[src/core/ticcs_pkg.sv]
/*
  Constants and helpers shared by the channel 0/1 timer I/O select block.
  Assumes a 32-bit AXI4-Lite register bus with byte addresses.
*/
package ticcs_pkg;
  // Widths and lane counts
  localparam int DATA_W = 32;
  localparam int ADDR_W = 8;
  localparam int CNT_W = 16;
  localparam int CH0_LANES = 4;
  localparam int CH1_LANES = 8;
  localparam int CH1_REGS = 4;
  localparam int IRQ_W = 12;

  // Register byte offsets
  localparam logic [7:0] OFS_CH0_SEL = 8'h00;
  localparam logic [7:0] OFS_CH1_CTL = 8'h04;
  localparam logic [7:0] OFS_GR = 8'h14;
  localparam logic [7:0] OFS_ICR = 8'h34;
  localparam logic [7:0] OFS_CNT0 = 8'h44;
  localparam logic [7:0] OFS_CNT1 = 8'h48;
  localparam logic [7:0] OFS_IRQ_STAT = 8'h4C;
  localparam logic [7:0] OFS_IRQ_MASK = 8'h50;

  // Field positions and writable bits
  localparam int CH1_FLD_W = 3;
  localparam int CH1_FLD_HI_POS = 4;
  localparam logic [7:0] CH1_CTL_WMASK = 8'h77;
  localparam int CH0_IRQ_POS = 0;
  localparam int CH1_IRQ_POS = 4;

  // Reset values
  localparam logic [7:0] CH0_SEL_RST = 8'h00;
  localparam logic [7:0] CH1_CTL_RST = 8'h00;
  localparam logic [15:0] GR_RST = 16'hFFFF;
  localparam logic [15:0] CNT_RST = 16'h0000;
  localparam logic [11:0] IRQ_RST = 12'h000;

  // Edge select codes
  localparam logic [1:0] EDGE_OFF = 2'h0;
  localparam logic [1:0] EDGE_RISE = 2'h1;
  localparam logic [1:0] EDGE_FALL = 2'h2;
  localparam logic [1:0] EDGE_BOTH = 2'h3;

  // Channel 1 function codes
  localparam logic [2:0] FN_CMP_OFF = 3'h0;
  localparam logic [2:0] FN_CMP_TOG = 3'h3;
  localparam logic [2:0] FN_CAP_RISE = 3'h5;

  // AXI responses
  localparam logic [1:0] RESP_OKAY = 2'h0;
  localparam logic [1:0] RESP_SLVERR = 2'h2;

  // Byte-lane merge of a 16-bit register
  function automatic logic [15:0] ticcs_merge16(logic [15:0] old, logic [31:0] d, logic [3:0] s);
    ticcs_merge16 = {s[1] ? d[15:8] : old[15:8], s[0] ? d[7:0] : old[7:0]};
  endfunction
endpackage

[src/core/ticcs_regbus_if.sv]
/*
  Register access strobes between the AXI4-Lite slave and the register file.
  Assumes one clock; read data is combinational from the register side.
*/
`timescale 1ns/100ps
interface ticcs_regbus_if;
  import ticcs_pkg::*;
  logic wr_en;
  logic [ADDR_W-1:0] wr_addr;
  logic [DATA_W-1:0] wr_data;
  logic [3:0] wr_strb;
  logic wr_err;
  logic [ADDR_W-1:0] rd_addr;
  logic [DATA_W-1:0] rd_data;
  logic rd_err;
  modport slave (output wr_en, wr_addr, wr_data, wr_strb, rd_addr, input wr_err, rd_data, rd_err);
  modport regs (input wr_en, wr_addr, wr_data, wr_strb, rd_addr, output wr_err, rd_data, rd_err);
endinterface

[src/core/ticcs_top.sv]
/*
  Timer channel 0 capture edge select and channel 1 compare/capture
  function select, with capture, compare, general registers and interrupt.
  Assumes pins synchronous to CLK_IN and an AXI4-Lite master.
*/
`timescale 1ns/100ps
module ticcs_top
  import ticcs_pkg::*;
(
  // Clock and reset
  input wire logic CLK_IN,
  input wire logic RESET_IN,
  // AXI4-Lite write
  input wire logic AXI_AWVALID_IN,
  input wire logic [ADDR_W-1:0] AXI_AWADDR_IN,
  output logic AXI_AWREADY_OUT,
  input wire logic AXI_WVALID_IN,
  input wire logic [DATA_W-1:0] AXI_WDATA_IN,
  input wire logic [3:0] AXI_WSTRB_IN,
  output logic AXI_WREADY_OUT,
  output logic AXI_BVALID_OUT,
  output logic [1:0] AXI_BRESP_OUT,
  input wire logic AXI_BREADY_IN,
  // AXI4-Lite read
  input wire logic AXI_ARVALID_IN,
  input wire logic [ADDR_W-1:0] AXI_ARADDR_IN,
  output logic AXI_ARREADY_OUT,
  output logic AXI_RVALID_OUT,
  output logic [DATA_W-1:0] AXI_RDATA_OUT,
  output logic [1:0] AXI_RRESP_OUT,
  input wire logic AXI_RREADY_IN,
  // Channel 0 capture pins and channel 10 counter B match
  input wire logic [CH0_LANES-1:0] CH0_PIN_IN,
  input wire logic CH10_MATCH_IN,
  // Channel 1 two-way pins
  input wire logic [CH1_LANES-1:0] CH1_PIN_IN,
  output logic [CH1_LANES-1:0] CH1_PIN_OUT,
  output logic [CH1_LANES-1:0] CH1_PIN_OE_N_OUT,
  // Standby levels and interrupt
  input wire logic STANDBY_HW_IN,
  input wire logic STANDBY_SW_IN,
  output logic IRQ_OUT
);
  ticcs_regbus_if bus ();

  logic [7:0] ch0_sel_q, ch0_sel_d;
  logic [CH1_REGS-1:0][7:0] ch1_ctl_q, ch1_ctl_d;
  logic [CH1_LANES-1:0][CNT_W-1:0] gr_q, gr_d;
  logic [CH0_LANES-1:0][CNT_W-1:0] icr_q, icr_d;
  logic [CNT_W-1:0] cnt0_q, cnt0_d, cnt1_q, cnt1_d;
  logic [CH1_LANES-1:0] pin_q, pin_d, oe_n_q, oe_n_d;
  logic [IRQ_W-1:0] stat_q, stat_d, mask_q, mask_d;
  logic irq_q, irq_d;
  logic [CH1_LANES-1:0][2:0] fld;
  logic [2*CH1_LANES-1:0] ch1_edge_sel;
  logic [CH1_LANES-1:0] ch1_cap, ch1_cm;
  logic [CH0_LANES-1:0] ch0_cap, ch0_load;
  logic [CH1_REGS-1:0] rsvd;
  logic [DATA_W-1:0] rd_word;

  // Bus slave
  ticcs_axil_slave u_slave (
    .clk_in(CLK_IN),
    .rst_in(RESET_IN),
    .awvalid_in(AXI_AWVALID_IN),
    .awaddr_in(AXI_AWADDR_IN),
    .awready_out(AXI_AWREADY_OUT),
    .wvalid_in(AXI_WVALID_IN),
    .wdata_in(AXI_WDATA_IN),
    .wstrb_in(AXI_WSTRB_IN),
    .wready_out(AXI_WREADY_OUT),
    .bvalid_out(AXI_BVALID_OUT),
    .bresp_out(AXI_BRESP_OUT),
    .bready_in(AXI_BREADY_IN),
    .arvalid_in(AXI_ARVALID_IN),
    .araddr_in(AXI_ARADDR_IN),
    .arready_out(AXI_ARREADY_OUT),
    .rvalid_out(AXI_RVALID_OUT),
    .rdata_out(AXI_RDATA_OUT),
    .rresp_out(AXI_RRESP_OUT),
    .rready_in(AXI_RREADY_IN),
    .bus(bus.slave)
  );

  // Channel 0 pin edges, two select bits per pin
  ticcs_edge_det #(.LANES(CH0_LANES)) u_ch0_edge (
    .clk_in(CLK_IN),
    .rst_in(RESET_IN),
    .pin_in(CH0_PIN_IN),
    .sel_in(ch0_sel_q),
    .evt_out(ch0_cap)
  );

  // Channel 1 pin edges, only in capture mode
  ticcs_edge_det #(.LANES(CH1_LANES)) u_ch1_edge (
    .clk_in(CLK_IN),
    .rst_in(RESET_IN),
    .pin_in(CH1_PIN_IN),
    .sel_in(ch1_edge_sel),
    .evt_out(ch1_cap)
  );

  // Per general register field decode
  for (genvar g = 0; g < CH1_LANES; g++) begin : g_gr
    assign fld[g] = ch1_ctl_q[g/2][(g%2)*CH1_FLD_HI_POS +: CH1_FLD_W];
    assign ch1_edge_sel[2*g +: 2] = fld[g][2] ? fld[g][1:0] : EDGE_OFF;
    assign ch1_cm[g] = !fld[g][2] && (fld[g] != FN_CMP_OFF) && (cnt1_q == gr_q[g]);

  end

  // Reserved bit watch
  for (genvar r = 0; r < CH1_REGS; r++) begin : g_rsvd
    assign rsvd[r] = ch1_ctl_q[r][7] || ch1_ctl_q[r][3];
  end

  // Channel 0 loads: pin edges, plus counter B match on D while D is off
  assign ch0_load = ch0_cap | {CH10_MATCH_IN && (ch0_sel_q[7:6] == EDGE_OFF), 3'h0};

  // Address checks and read mux
  assign bus.wr_err = (bus.wr_addr[1:0] != 2'h0) || (bus.wr_addr > OFS_IRQ_MASK);
  assign bus.rd_err = (bus.rd_addr[1:0] != 2'h0) || (bus.rd_addr > OFS_IRQ_MASK);
  assign bus.rd_data = rd_word;

  always_comb begin
    rd_word = 32'h0000_0000;
    if (bus.rd_addr == OFS_CH0_SEL) begin
      rd_word[7:0] = ch0_sel_q;
    end
    for (int i = 0; i < CH1_REGS; i++) begin
      if (bus.rd_addr == OFS_CH1_CTL + 8'(4*i)) begin
        rd_word[7:0] = ch1_ctl_q[i] & CH1_CTL_WMASK;
      end
    end
    for (int i = 0; i < CH1_LANES; i++) begin
      if (bus.rd_addr == OFS_GR + 8'(4*i)) begin
        rd_word[CNT_W-1:0] = gr_q[i];
      end
    end
    for (int i = 0; i < CH0_LANES; i++) begin
      if (bus.rd_addr == OFS_ICR + 8'(4*i)) begin
        rd_word[CNT_W-1:0] = icr_q[i];
      end
    end
    if (bus.rd_addr == OFS_CNT0) begin
      rd_word[CNT_W-1:0] = cnt0_q;
    end
    if (bus.rd_addr == OFS_CNT1) begin
      rd_word[CNT_W-1:0] = cnt1_q;
    end
    if (bus.rd_addr == OFS_IRQ_STAT) begin
      rd_word[IRQ_W-1:0] = stat_q;
    end
    if (bus.rd_addr == OFS_IRQ_MASK) begin
      rd_word[IRQ_W-1:0] = mask_q;
    end
  end

  // Control registers: software writes; standby clears the channel 0 and 1 selects, not the mask
  always_comb begin
    ch0_sel_d = ch0_sel_q;
    ch1_ctl_d = ch1_ctl_q;
    mask_d = mask_q;
    if (bus.wr_en) begin
      if (bus.wr_addr == OFS_CH0_SEL && bus.wr_strb[0]) begin
        ch0_sel_d = bus.wr_data[7:0];
      end
      for (int i = 0; i < CH1_REGS; i++) begin
        if (bus.wr_addr == OFS_CH1_CTL + 8'(4*i) && bus.wr_strb[0]) begin
          ch1_ctl_d[i] = bus.wr_data[7:0] & CH1_CTL_WMASK;
        end
      end
      if (bus.wr_addr == OFS_IRQ_MASK) begin
        mask_d = IRQ_W'(ticcs_merge16({4'h0, mask_q}, bus.wr_data, bus.wr_strb));
      end
    end
    if (STANDBY_HW_IN || STANDBY_SW_IN) begin
      ch0_sel_d = CH0_SEL_RST;
      ch1_ctl_d = {CH1_REGS{CH1_CTL_RST}};
    end
  end

  always_ff @(posedge CLK_IN) begin
    if (RESET_IN) begin
      ch0_sel_q <= CH0_SEL_RST;
      ch1_ctl_q <= {CH1_REGS{CH1_CTL_RST}};
      mask_q <= IRQ_RST;
    end else begin
      ch0_sel_q <= ch0_sel_d;
      ch1_ctl_q <= ch1_ctl_d;
      mask_q <= mask_d;
    end
  end

  // Counters, general and capture registers
  always_comb begin
    cnt0_d = cnt0_q + 16'h0001;
    cnt1_d = cnt1_q + 16'h0001;
    gr_d = gr_q;
    icr_d = icr_q;
    for (int i = 0; i < CH1_LANES; i++) begin
      if (bus.wr_en && !fld[i][2] && bus.wr_addr == OFS_GR + 8'(4*i)) begin
        gr_d[i] = ticcs_merge16(gr_q[i], bus.wr_data, bus.wr_strb);
      end
      if (ch1_cap[i]) begin
        gr_d[i] = cnt1_q;
      end
    end
    for (int i = 0; i < CH0_LANES; i++) begin
      if (ch0_load[i]) begin
        icr_d[i] = cnt0_q;
      end
    end
  end

  always_ff @(posedge CLK_IN) begin
    if (RESET_IN) begin
      cnt0_q <= CNT_RST;
      cnt1_q <= CNT_RST;
      gr_q <= {CH1_LANES{GR_RST}};
      icr_q <= {CH0_LANES{CNT_RST}};
    end else begin
      cnt0_q <= cnt0_d;
      cnt1_q <= cnt1_d;
      gr_q <= gr_d;
      icr_q <= icr_d;
    end
  end

  // Channel 1 pin level and direction
  always_comb begin
    pin_d = pin_q;
    oe_n_d = oe_n_q;
    for (int i = 0; i < CH1_LANES; i++) begin
      oe_n_d[i] = fld[i][2];
      if (ch1_cm[i]) begin
        if (fld[i] == FN_CMP_TOG) begin
          pin_d[i] = !pin_q[i];
        end else begin
          pin_d[i] = fld[i][1];
        end
      end
    end
  end

  always_ff @(posedge CLK_IN) begin
    if (RESET_IN) begin
      pin_q <= '0;
      oe_n_q <= '0;
    end else begin
      pin_q <= pin_d;
      oe_n_q <= oe_n_d;
    end
  end

  // Interrupt status: set wins over write-one clear
  always_comb begin
    stat_d = stat_q;
    if (bus.wr_en && bus.wr_addr == OFS_IRQ_STAT) begin
      stat_d = stat_q & ~IRQ_W'(ticcs_merge16(16'h0000, bus.wr_data, bus.wr_strb));
    end
    stat_d[CH0_IRQ_POS +: CH0_LANES] = stat_d[CH0_IRQ_POS +: CH0_LANES] | ch0_load;
    stat_d[CH1_IRQ_POS +: CH1_LANES] = stat_d[CH1_IRQ_POS +: CH1_LANES] | ch1_cap | ch1_cm;
    irq_d = |(stat_d & mask_d);
  end

  always_ff @(posedge CLK_IN) begin
    if (RESET_IN) begin
      stat_q <= IRQ_RST;
      irq_q <= 1'b0;
    end else begin
      stat_q <= stat_d;
      irq_q <= irq_d;
    end
  end

  assign CH1_PIN_OUT = pin_q;
  assign CH1_PIN_OE_N_OUT = oe_n_q;
  assign IRQ_OUT = irq_q;
endmodule

[src/core/ticcs_edge_det.sv]
/*
  Per-lane pin edge detector with a 2-bit select per lane.
  Assumes pins synchronous to the clock; event is combinational.
*/
`timescale 1ns/100ps
module ticcs_edge_det
  import ticcs_pkg::*;
#(
  parameter int LANES = 4
) (
  // Clock and reset
  input wire logic clk_in,
  input wire logic rst_in,
  // Pins and selects
  input wire logic [LANES-1:0] pin_in,
  input wire logic [2*LANES-1:0] sel_in,
  // Edge events
  output logic [LANES-1:0] evt_out
);
  logic [LANES-1:0] prev_q;
  logic [LANES-1:0] prev_d;

  // Previous pin level
  always_comb begin
    prev_d = pin_in;
  end

  always_ff @(posedge clk_in) begin
    if (rst_in) begin
      prev_q <= '0;
    end else begin
      prev_q <= prev_d;
    end
  end

  // Low select bit takes rising, high bit falling
  for (genvar g = 0; g < LANES; g++) begin : g_lane
    assign evt_out[g] = (sel_in[2*g] && pin_in[g] && !prev_q[g]) ||
                        (sel_in[2*g+1] && !pin_in[g] && prev_q[g]);
  end
endmodule

[src/core/ticcs_axil_slave.sv]
/*
  AXI4-Lite slave: takes address and data in either order, one write
  and one read at a time. Assumes the register side decodes combinationally.
*/
`timescale 1ns/100ps
module ticcs_axil_slave
  import ticcs_pkg::*;
(
  // Clock and reset
  input wire logic clk_in,
  input wire logic rst_in,
  // Write address and data
  input wire logic awvalid_in,
  input wire logic [ADDR_W-1:0] awaddr_in,
  output logic awready_out,
  input wire logic wvalid_in,
  input wire logic [DATA_W-1:0] wdata_in,
  input wire logic [3:0] wstrb_in,
  output logic wready_out,
  // Write response
  output logic bvalid_out,
  output logic [1:0] bresp_out,
  input wire logic bready_in,
  // Read
  input wire logic arvalid_in,
  input wire logic [ADDR_W-1:0] araddr_in,
  output logic arready_out,
  output logic rvalid_out,
  output logic [DATA_W-1:0] rdata_out,
  output logic [1:0] rresp_out,
  input wire logic rready_in,
  // Register side
  ticcs_regbus_if.slave bus
);
  logic aw_have_q, aw_have_d, w_have_q, w_have_d;
  logic awready_q, awready_d, wready_q, wready_d;
  logic bvalid_q, bvalid_d, arready_q, arready_d, rvalid_q, rvalid_d;
  logic [1:0] bresp_q, bresp_d, rresp_q, rresp_d;
  logic [ADDR_W-1:0] awaddr_q, awaddr_d;
  logic [DATA_W-1:0] wdata_q, wdata_d, rdata_q, rdata_d;
  logic [3:0] wstrb_q, wstrb_d;
  logic do_wr;

  // Handshake next state
  always_comb begin
    aw_have_d = aw_have_q;
    w_have_d = w_have_q;
    awaddr_d = awaddr_q;
    wdata_d = wdata_q;
    wstrb_d = wstrb_q;
    bvalid_d = bvalid_q;
    bresp_d = bresp_q;
    rvalid_d = rvalid_q;
    rdata_d = rdata_q;
    rresp_d = rresp_q;
    do_wr = aw_have_q && w_have_q && !bvalid_q;
    if (awvalid_in && awready_q) begin
      aw_have_d = 1'b1;
      awaddr_d = awaddr_in;
    end
    if (wvalid_in && wready_q) begin
      w_have_d = 1'b1;
      wdata_d = wdata_in;
      wstrb_d = wstrb_in;
    end
    if (bvalid_q && bready_in) begin
      bvalid_d = 1'b0;
    end
    if (do_wr) begin
      aw_have_d = 1'b0;
      w_have_d = 1'b0;
      bvalid_d = 1'b1;
      bresp_d = bus.wr_err ? RESP_SLVERR : RESP_OKAY;
    end
    if (rvalid_q && rready_in) begin
      rvalid_d = 1'b0;
    end
    if (arvalid_in && arready_q) begin
      rvalid_d = 1'b1;
      rdata_d = bus.rd_data;
      rresp_d = bus.rd_err ? RESP_SLVERR : RESP_OKAY;
    end
    awready_d = !aw_have_d && !bvalid_d;
    wready_d = !w_have_d && !bvalid_d;
    arready_d = !rvalid_d;
  end

  always_ff @(posedge clk_in) begin
    if (rst_in) begin
      aw_have_q <= 1'b0;
      w_have_q <= 1'b0;
      awready_q <= 1'b0;
      wready_q <= 1'b0;
      bvalid_q <= 1'b0;
      arready_q <= 1'b0;
      rvalid_q <= 1'b0;
      bresp_q <= RESP_OKAY;
      rresp_q <= RESP_OKAY;
      awaddr_q <= '0;
      wdata_q <= '0;
      rdata_q <= '0;
      wstrb_q <= 4'h0;
    end else begin
      aw_have_q <= aw_have_d;
      w_have_q <= w_have_d;
      awready_q <= awready_d;
      wready_q <= wready_d;
      bvalid_q <= bvalid_d;
      arready_q <= arready_d;
      rvalid_q <= rvalid_d;
      bresp_q <= bresp_d;
      rresp_q <= rresp_d;
      awaddr_q <= awaddr_d;
      wdata_q <= wdata_d;
      rdata_q <= rdata_d;
      wstrb_q <= wstrb_d;
    end
  end

  // Register side strobes and bus outputs
  assign bus.wr_en = do_wr;
  assign bus.wr_addr = awaddr_q;
  assign bus.wr_data = wdata_q;
  assign bus.wr_strb = wstrb_q;
  assign bus.rd_addr = araddr_in;
  assign awready_out = awready_q;
  assign wready_out = wready_q;
  assign bvalid_out = bvalid_q;
  assign bresp_out = bresp_q;
  assign arready_out = arready_q;
  assign rvalid_out = rvalid_q;
  assign rdata_out = rdata_q;
  assign rresp_out = rresp_q;
endmodule

[config.mk]
export PLATFORM = sky130hd
export DESIGN_NAME = ticcs_top
export DESIGN_NICKNAME = d
export VERILOG_FILES = /design/src/core/ticcs_pkg.sv /design/src/core/ticcs_regbus_if.sv /design/src/core/ticcs_top.sv /design/src/core/ticcs_edge_det.sv /design/src/core/ticcs_axil_slave.sv
export SDC_FILE = /design/constraint.sdc
export NUM_CORES = 1
export LEC_CHECK = 0
export BUFFER_PORTS_ARGS = -buffer_cell sky130_fd_sc_hd__buf_2
export CAP_MARGIN = 20
export CORE_ASPECT_RATIO = 1.2
export CORE_MARGIN = 4
export CORE_UTILIZATION = 61
export DETAILED_ROUTE_END_ITERATION = 8
export PLACE_DENSITY = 0.8
export SLEW_MARGIN = 0
export SYNTH_ARGS = -nofsm -noshare
export SYNTH_HDL_FRONTEND = slang
export SYNTH_SLANG_ARGS = --single-unit
[constraint.sdc]
create_clock -name CLK_IN -period 3.1 [get_ports CLK_IN]
set_clock_uncertainty 0.15 [all_clocks]
set_input_delay 0.31 -clock CLK_IN [delete_from_list [all_inputs] [get_ports CLK_IN]]
set_output_delay 0.31 -clock CLK_IN [all_outputs]
set_load 0.02 [all_outputs]
== Word-level counts from Yosys, hierarchy flattened ==
Cells that the tools add are included.
W data, S select, Z words.

* $add $sub $neg: 2
* Magnitude comparators: 2
* Equal/unequal tests: 50
* Mux-type cells: 72
* Bitwise operators: 7
* Reduce and logical (&&, ||, !) cells: 216

{| class="wikitable"
|+ Operator list
! cell !! number
|-
| $mux W16 || 30
|-
| $eq A16 B16 Y1 || 8
|-
| $eq A8 B6 Y1 const B || 13
|-
| $logic_and A1 B1 Y1 || 96
|-
| $mux W8 || 9
|-
| $eq A8 B5 Y1 const B || 8
|-
| $mux W12 || 5
|-
| $eq A8 B7 Y1 const B || 7
|-
| $reduce_bool A2 Y1 || 26
|-
| $logic_not A1 Y1 || 45
|-
| $reduce_and A2 Y1 || 21
|-
| $add A16 B1 Y16 const B || 2
|-
| $eq A8 B4 Y1 const B || 4
|-
| $and A12 B12 Y12 || 2
|-
| $eq A3 B2 Y1 const B || 8
|-
| $reduce_bool A3 Y1 || 8
|-
| $mux W2 || 10
|-
| $eq A8 B3 Y1 const B || 2
|-
| $gt A8 B7 Y1 const B || 2
|-
| $logic_not A8 Y1 || 2
|-
| $mux W1 || 16
|-
| $or A8 B8 Y8 || 2
|-
| $logic_or A1 B1 Y1 || 15
|-
| $not A12 Y12 || 1
|-
| 5 further kinds || 7
|}

* Register bits: 362
* Output and inout port bits: 58

== Logic depth before layout (Yosys ltp) ==
* Word-level depth: 22
* Mapped depth: 11

== Modules after synthesis ==
Synthesis repeated with hierarchy kept, for this count alone.

* Cell total of the unflattened synthesis: 2,364
* Area, all modules: 20,554.7 um2

{| class="wikitable"
|+ By module, submodules not included
! module !! instances !! cells an instance !! area an instance (um2) !! sequential area each (um2)
|-
| ticcs_top || 1 || 1,929 || 17,013.8 || 5,945.7
|-
| ticcs_axil_slave || 1 || 375 || 3,060.4 || 1,701.6
|-
| ticcs_edge_det (u_ch1_edge) || 1 || 40 || 320.3 || 160.2
|-
| ticcs_edge_det (u_ch0_edge) || 1 || 20 || 160.2 || 80.1
|}

== Worst setup path before layout ==
Ideal clock, no wire load.

* Kind: flip-flop to flip-flop
* Start point: reg u_slave.awaddr_q[6] (netlist: u_slave.bus.wr_addr[6])
* End point: reg irq_q (netlist: IRQ_OUT)
* Setup time: 0.132 ns
* Arrival time: 1.952 ns
* Required time: 2.818 ns
* Path slack: 0.866 ns
* Stages on the path, launching flop included: 9
* Path buffers: 1
* Clock period less this slack: 2.234 ns
* Cell sequence: dfxtp_1 clkbuf_1 or4b_1 nor3_4 nand2_1 a21oi_1 o22ai_1 nor4_1 a21oi_1

* Cells in the longest elaborated chain, start to end: 7
* Elaborated cells between the ends (all ways): 11
* Classes of those cells: eq/ne: 2; mux: 3; bitwise: 4; reduce/logical: 2

{| class="wikitable"
|+ Ends and longest elaborated chain
! item !! RTL line !! text
|-
| start, declared || ticcs_axil_slave.sv:39 || <nowiki>logic [ADDR_W-1:0] awaddr_q, awaddr_d;</nowiki>
|-
| start signal, assigned || ticcs_axil_slave.sv:113 || <nowiki>awaddr_q <= awaddr_d;</nowiki>
|-
| $eq A8 B7 Y1 || ticcs_top.sv:258 || <nowiki>if (bus.wr_en && bus.wr_addr == OFS_IRQ_STAT) begin</nowiki>
|-
| $logic_and A1 B1 Y1 || ticcs_top.sv:258 ||
|-
| $mux W12 || ticcs_top.sv:258 ||
|-
| $or A8 B8 Y8 (2 in series) || ticcs_top.sv:262 || <nowiki>stat_d[CH1_IRQ_POS +: CH1_LANES] = stat_d[CH1_IRQ_POS +: CH1_LANES] | ch1_cap | ch1_cm;</nowiki>
|-
| $and A12 B12 Y12 * || ticcs_top.sv:263 || <nowiki>irq_d = |(stat_d & mask_d);</nowiki>
|-
| $reduce_or A12 Y1 * || ticcs_top.sv:263 ||
|-
| end signal, assigned || ticcs_top.sv:272 || <nowiki>irq_q <= irq_d;</nowiki>
|-
| end, declared || ticcs_top.sv:53 || <nowiki>logic irq_q, irq_d;</nowiki>
|}

Every way passes the cells marked *; elsewhere a longest branch is shown, timed or not.
A chain may end at the register's enable or synchronous reset.

== Final worst setup path ==
* Start point: reg cnt1_q[14]
* End point: reg irq_q (netlist: IRQ_OUT)

* Cells in the longest elaborated chain, start to end: 5
* Elaborated cells between the ends (all ways): 19
* Classes of those cells: eq/ne: 8; bitwise: 2; reduce/logical: 9

{| class="wikitable"
|+ Ends and longest elaborated chain
! item !! RTL line !! text
|-
| start, declared || ticcs_top.sv:50 || <nowiki>logic [CNT_W-1:0] cnt0_q, cnt0_d, cnt1_q, cnt1_d;</nowiki>
|-
| start signal, assigned || ticcs_top.sv:223 || <nowiki>cnt1_q <= cnt1_d;</nowiki>
|-
| $eq A16 B16 Y1 || ticcs_top.sv:107 || <nowiki>assign ch1_cm[g] = !fld[g][2] && (fld[g] != FN_CMP_OFF) && (cnt1_q == gr_q[g]);</nowiki>
|-
| $logic_and A1 B1 Y1 || ticcs_top.sv:107 ||
|-
| $or A8 B8 Y8 * || ticcs_top.sv:262 ||
|-
| $and A12 B12 Y12 * || ticcs_top.sv:263 ||
|-
| $reduce_or A12 Y1 * || ticcs_top.sv:263 ||
|}

Marked as above.

==> results.sh <==
export IMPL_outcome="completed"
export IMPL_crit_path_end_kind="flip-flop"
export IMPL_async_flop_share_pct=0
export IMPL_ys_seq_elements=360
export IMPL_power_density_nw_per_um2=455
export IMPL_synth_cells=2230
export IMPL_max_freq_mhz=356
export IMPL_synth_edf_count=0
export IMPL_crit_path_cell_trace="xnor2_1, nand4_1, nor3_1, nand4_1, and3_1, o22ai_1, nor4_1, a21oi_1"
export IMPL_cts_tree="done"
export IMPL_yosysTopAreaCell="dfxtp_1"
export IMPL_antenna_found_initial=2
export IMPL_rr_endpoint="IRQ_OUT"
export IMPL_rrSetupSlack_ns=0.29
export IMPL_maxSlewHeadroom_pct=14.3
export IMPL_h_tree_depth=2
export IMPL_num_rows=71
export IMPL_cts_setup_buffers=0
export IMPL_final_nets=2444
export IMPL_crit_required_ns=3.43
export IMPL_root_buffer="clkbuf_16"
export IMPL_min_from="RESET_IN"
export IMPL_r2r_start="cnt1_q[14]"
export IMPL_area_growth_pct=16.0
export IMPL_tns_ns=0
export IMPL_initial_utilization_pct=62.0
export IMPL_die_height_um=204
export IMPL_vias=18200
export IMPL_gp_congestion=1.02
export IMPL_period_share_pct=90.7
export IMPL_critPathMaxFanout=6
export IMPL_initialDrtViolationCount=2178
export IMPL_p_switching_mw=2.51
export IMPL_wire_per_inst_um=25.5
export IMPL_finalHoldViolations=0
export IMPL_worstMarginPinSlew_ns=1.29
export IMPL_design_die_area_um2=35000
export IMPL_grtUsageTotal_pct=39.9
export IMPL_cts_inserted_buffers=38
export IMPL_via_per_inst=6.50
export IMPL_yosysUniqueCellTypes=69
export IMPL_p_int_mw=7.81
export IMPL_clock_sinks=360
export IMPL_p_comb_share_pct=7.9
export IMPL_ys_top_cells_by_area="dfxtp_1 37%, mux2i_1 13%, mux2_2 7.5%, xor2_1 5.0%, nor2_1 4.5%"
export IMPL_finalMaxSlewViolations=0
export IMPL_grt_pass1_wl_um=107000
export IMPL_yosys_warnings=0
export IMPL_io_buffers=95
export IMPL_clockBufferDepth=3
export IMPL_rsz0062_at_grt="false"
export IMPL_grt_pass1_vias=17800
export IMPL_detailedRoute_firstPassIterationCount=6
export IMPL_holdBufCountCts=40
export IMPL_yosysMostFrequentCell="dfxtp_1"
export IMPL_drive_above_1_share_pct=19.1
export IMPL_synth_avg_cell_area_um2=8.77
export IMPL_vdd_drop_max_uv=478
export IMPL_dpl_hpwl_um=51100
export IMPL_clockPowerShare_pct=46.1
export IMPL_max_cap_violations=0
export IMPL_synth_top_area_share_pct=36.8
export IMPL_cp_slowest_cell="xnor2_1"
export IMPL_p_seq_share_pct=46.0
export IMPL_cts_resized=0
export IMPL_hold_end="u_ch0_edge.prev_q[3]"
export IMPL_overflow=0
export IMPL_fp_dieW_um=171
export IMPL_clkLatencyLatePin_ns=0.55
export IMPL_fin_crit_ns=2.81
export IMPL_path_common_cell="nand4_1"
export IMPL_hold_class="input port to flip-flop"
export IMPL_cpPeakStageDelay_ns=0.50
export IMPL_path_clk_slew_ns=0.06
export IMPL_r2r_cells=8
export IMPL_ios=132
export IMPL_holdWs_ns=0.0357
export IMPL_critPathLaunchType="flip-flop"
export IMPL_ant_nets=0
export IMPL_p_leak_nw=9.63
export IMPL_crit_type="flip-flop to flip-flop"
export IMPL_grt_max_degree=127
export IMPL_syn_area_um2=19600
export IMPL_synth_seq_area_share_pct=36.8
export IMPL_core_area_um2=31500
export IMPL_setup_violations=0
export IMPL_wirelength_um=71400
export IMPL_min_path_cells=2
export IMPL_ys_top_cells_by_count="360 x dfxtp_1, 246 x mux2i_1, 234 x nor2_1"
export IMPL_switching_share_pct=24.4
export IMPL_route_detailed_drc=0
export IMPL_critical_path_arrival_ns=3.14
export IMPL_synth_ff_type="dfxtp_1"
-- worst max path at each step --
stage | slack [ns] | startpoint | to
finish | 0.29 | cnt1_q[14] | IRQ_OUT
global route | 0.18 | u_slave.bus.wr_addr[0] | IRQ_OUT
CTS | 0.36 | cnt1_q[14] | IRQ_OUT
detailed placement | 0.19 | AXI_ARADDR_IN[4] | u_slave.rdata_out[11]
global placement | 0.27 | AXI_ARADDR_IN[2] | u_slave.rdata_out[2]
floorplan | 0.87 | u_slave.bus.wr_addr[6] | IRQ_OUT
-- state kept, by name, indices dropped and copies added (netlist names), 2 cells and up --
register	cells
cnt1_q	16
gr_q	128
u_slave.bus.wr_strb	2
CH1_PIN_OE_N_OUT	8
u_ch1_edge.prev_q	8
u_slave.bus.wr_addr	8
cnt0_q	16
ch1_ctl_q	24
u_ch0_edge.prev_q	4
mask_q	12
u_slave.bus.wr_data	16
icr_q	64
u_slave.rdata_out	16
CH1_PIN_OUT	8
stat_q	12
ch0_sel_q	8
-- cell usage in the layout (no fill, tap or decap), drive strengths merged, types with 23 or more instances in the layout --
cell type and instances:
o21ai 74, inv 23, buf 245, dfxtp 360, nor3 39, nor4 26, nor2 237, xor2 111
nand2b 136, nand2 172, dlygate4sd3 40, a22oi 25, xnor2 44, mux2i 246, nand3 38, a21oi 103
mux2 131, clkbuf 56, o22ai 35
-- power by group through the flow --
| stage | Clock [mW] | Combinational, mW | Sequential (mW) |
|---|---|---|---|
| global placement | 0 | 0.727 | 4.85 |
| floorplan | 0 | 0.487 | 4.83 |
| finish | 4.76 | 0.815 | 4.75 |
| detailed placement | 0 | 0.739 | 4.85 |
| global route | 4.98 | 0.858 | 4.75 |
| CTS | 4.78 | 0.783 | 4.75 |
-- worst max-delay path: cells and delay by family (launching register included) --
kind,cells,cell delay [ns]
AND/OR/NAND/NOR,5,1.35
XOR/XNOR,1,0.50
AO/OA/AOI/OAI,2,0.29
flip-flops,1,0.43
-- per-stage QoR --
step                      worst slack, ns  total power, mW  util [%]  instance area, µm²  cells
after floorplan                     0.866             5.32         -               19600   2247
after global placement              0.269             5.57      66.6               21000   2689
after detailed placement            0.188             5.59      66.6               21000   2689
after CTS                           0.360             10.3      72.0               22700   2798
after global routing                0.180             10.6      72.0               22700   2798
final                               0.289             10.3      72.0               22700   2799
-- cell families after synthesis --
kind of cell    count (synthesis)  share of synthesized area (%)
compound gates                362                           12.1
xor+xnor                      155                           6.94
fa+ha+maj                       2                          0.128
buf+inv                       226                           4.92
flops                         360                           36.8
mux                           378                           20.2
other cells                     1                         0.0192
simple gates                  746                           18.8
-- per-layer routing --
| metal | wire length, µm | vias to the layer above | global-route usage (%) | part of all wire [%] |
|---|---|---|---|---|
| met4 | 5870 | 0 | 28.8 | 8.2 |
| met2 | 32300 | 1122 | 62.4 | 45 |
| met3 | 6840 | 291 | 6.25 | 9.6 |
| li1 | - | 8070 | - | - |
| met5 | 0 | - | 0 | 0 |
| met1 | 26300 | 8720 | 49.8 | 37 |
-- final cells by class --
type                       count  area (µm²)
clock inverter                14         194
antenna                        1        2.50
inverter                      21        78.8
timing repair buffer         286        2120
multi-input combinational   1661       11500
tap                          401         502
sequential                   360        7210
clock buffer                  55        1090
fill                        2415        8840
Note: power is estimated with default switching activity, not from simulation.
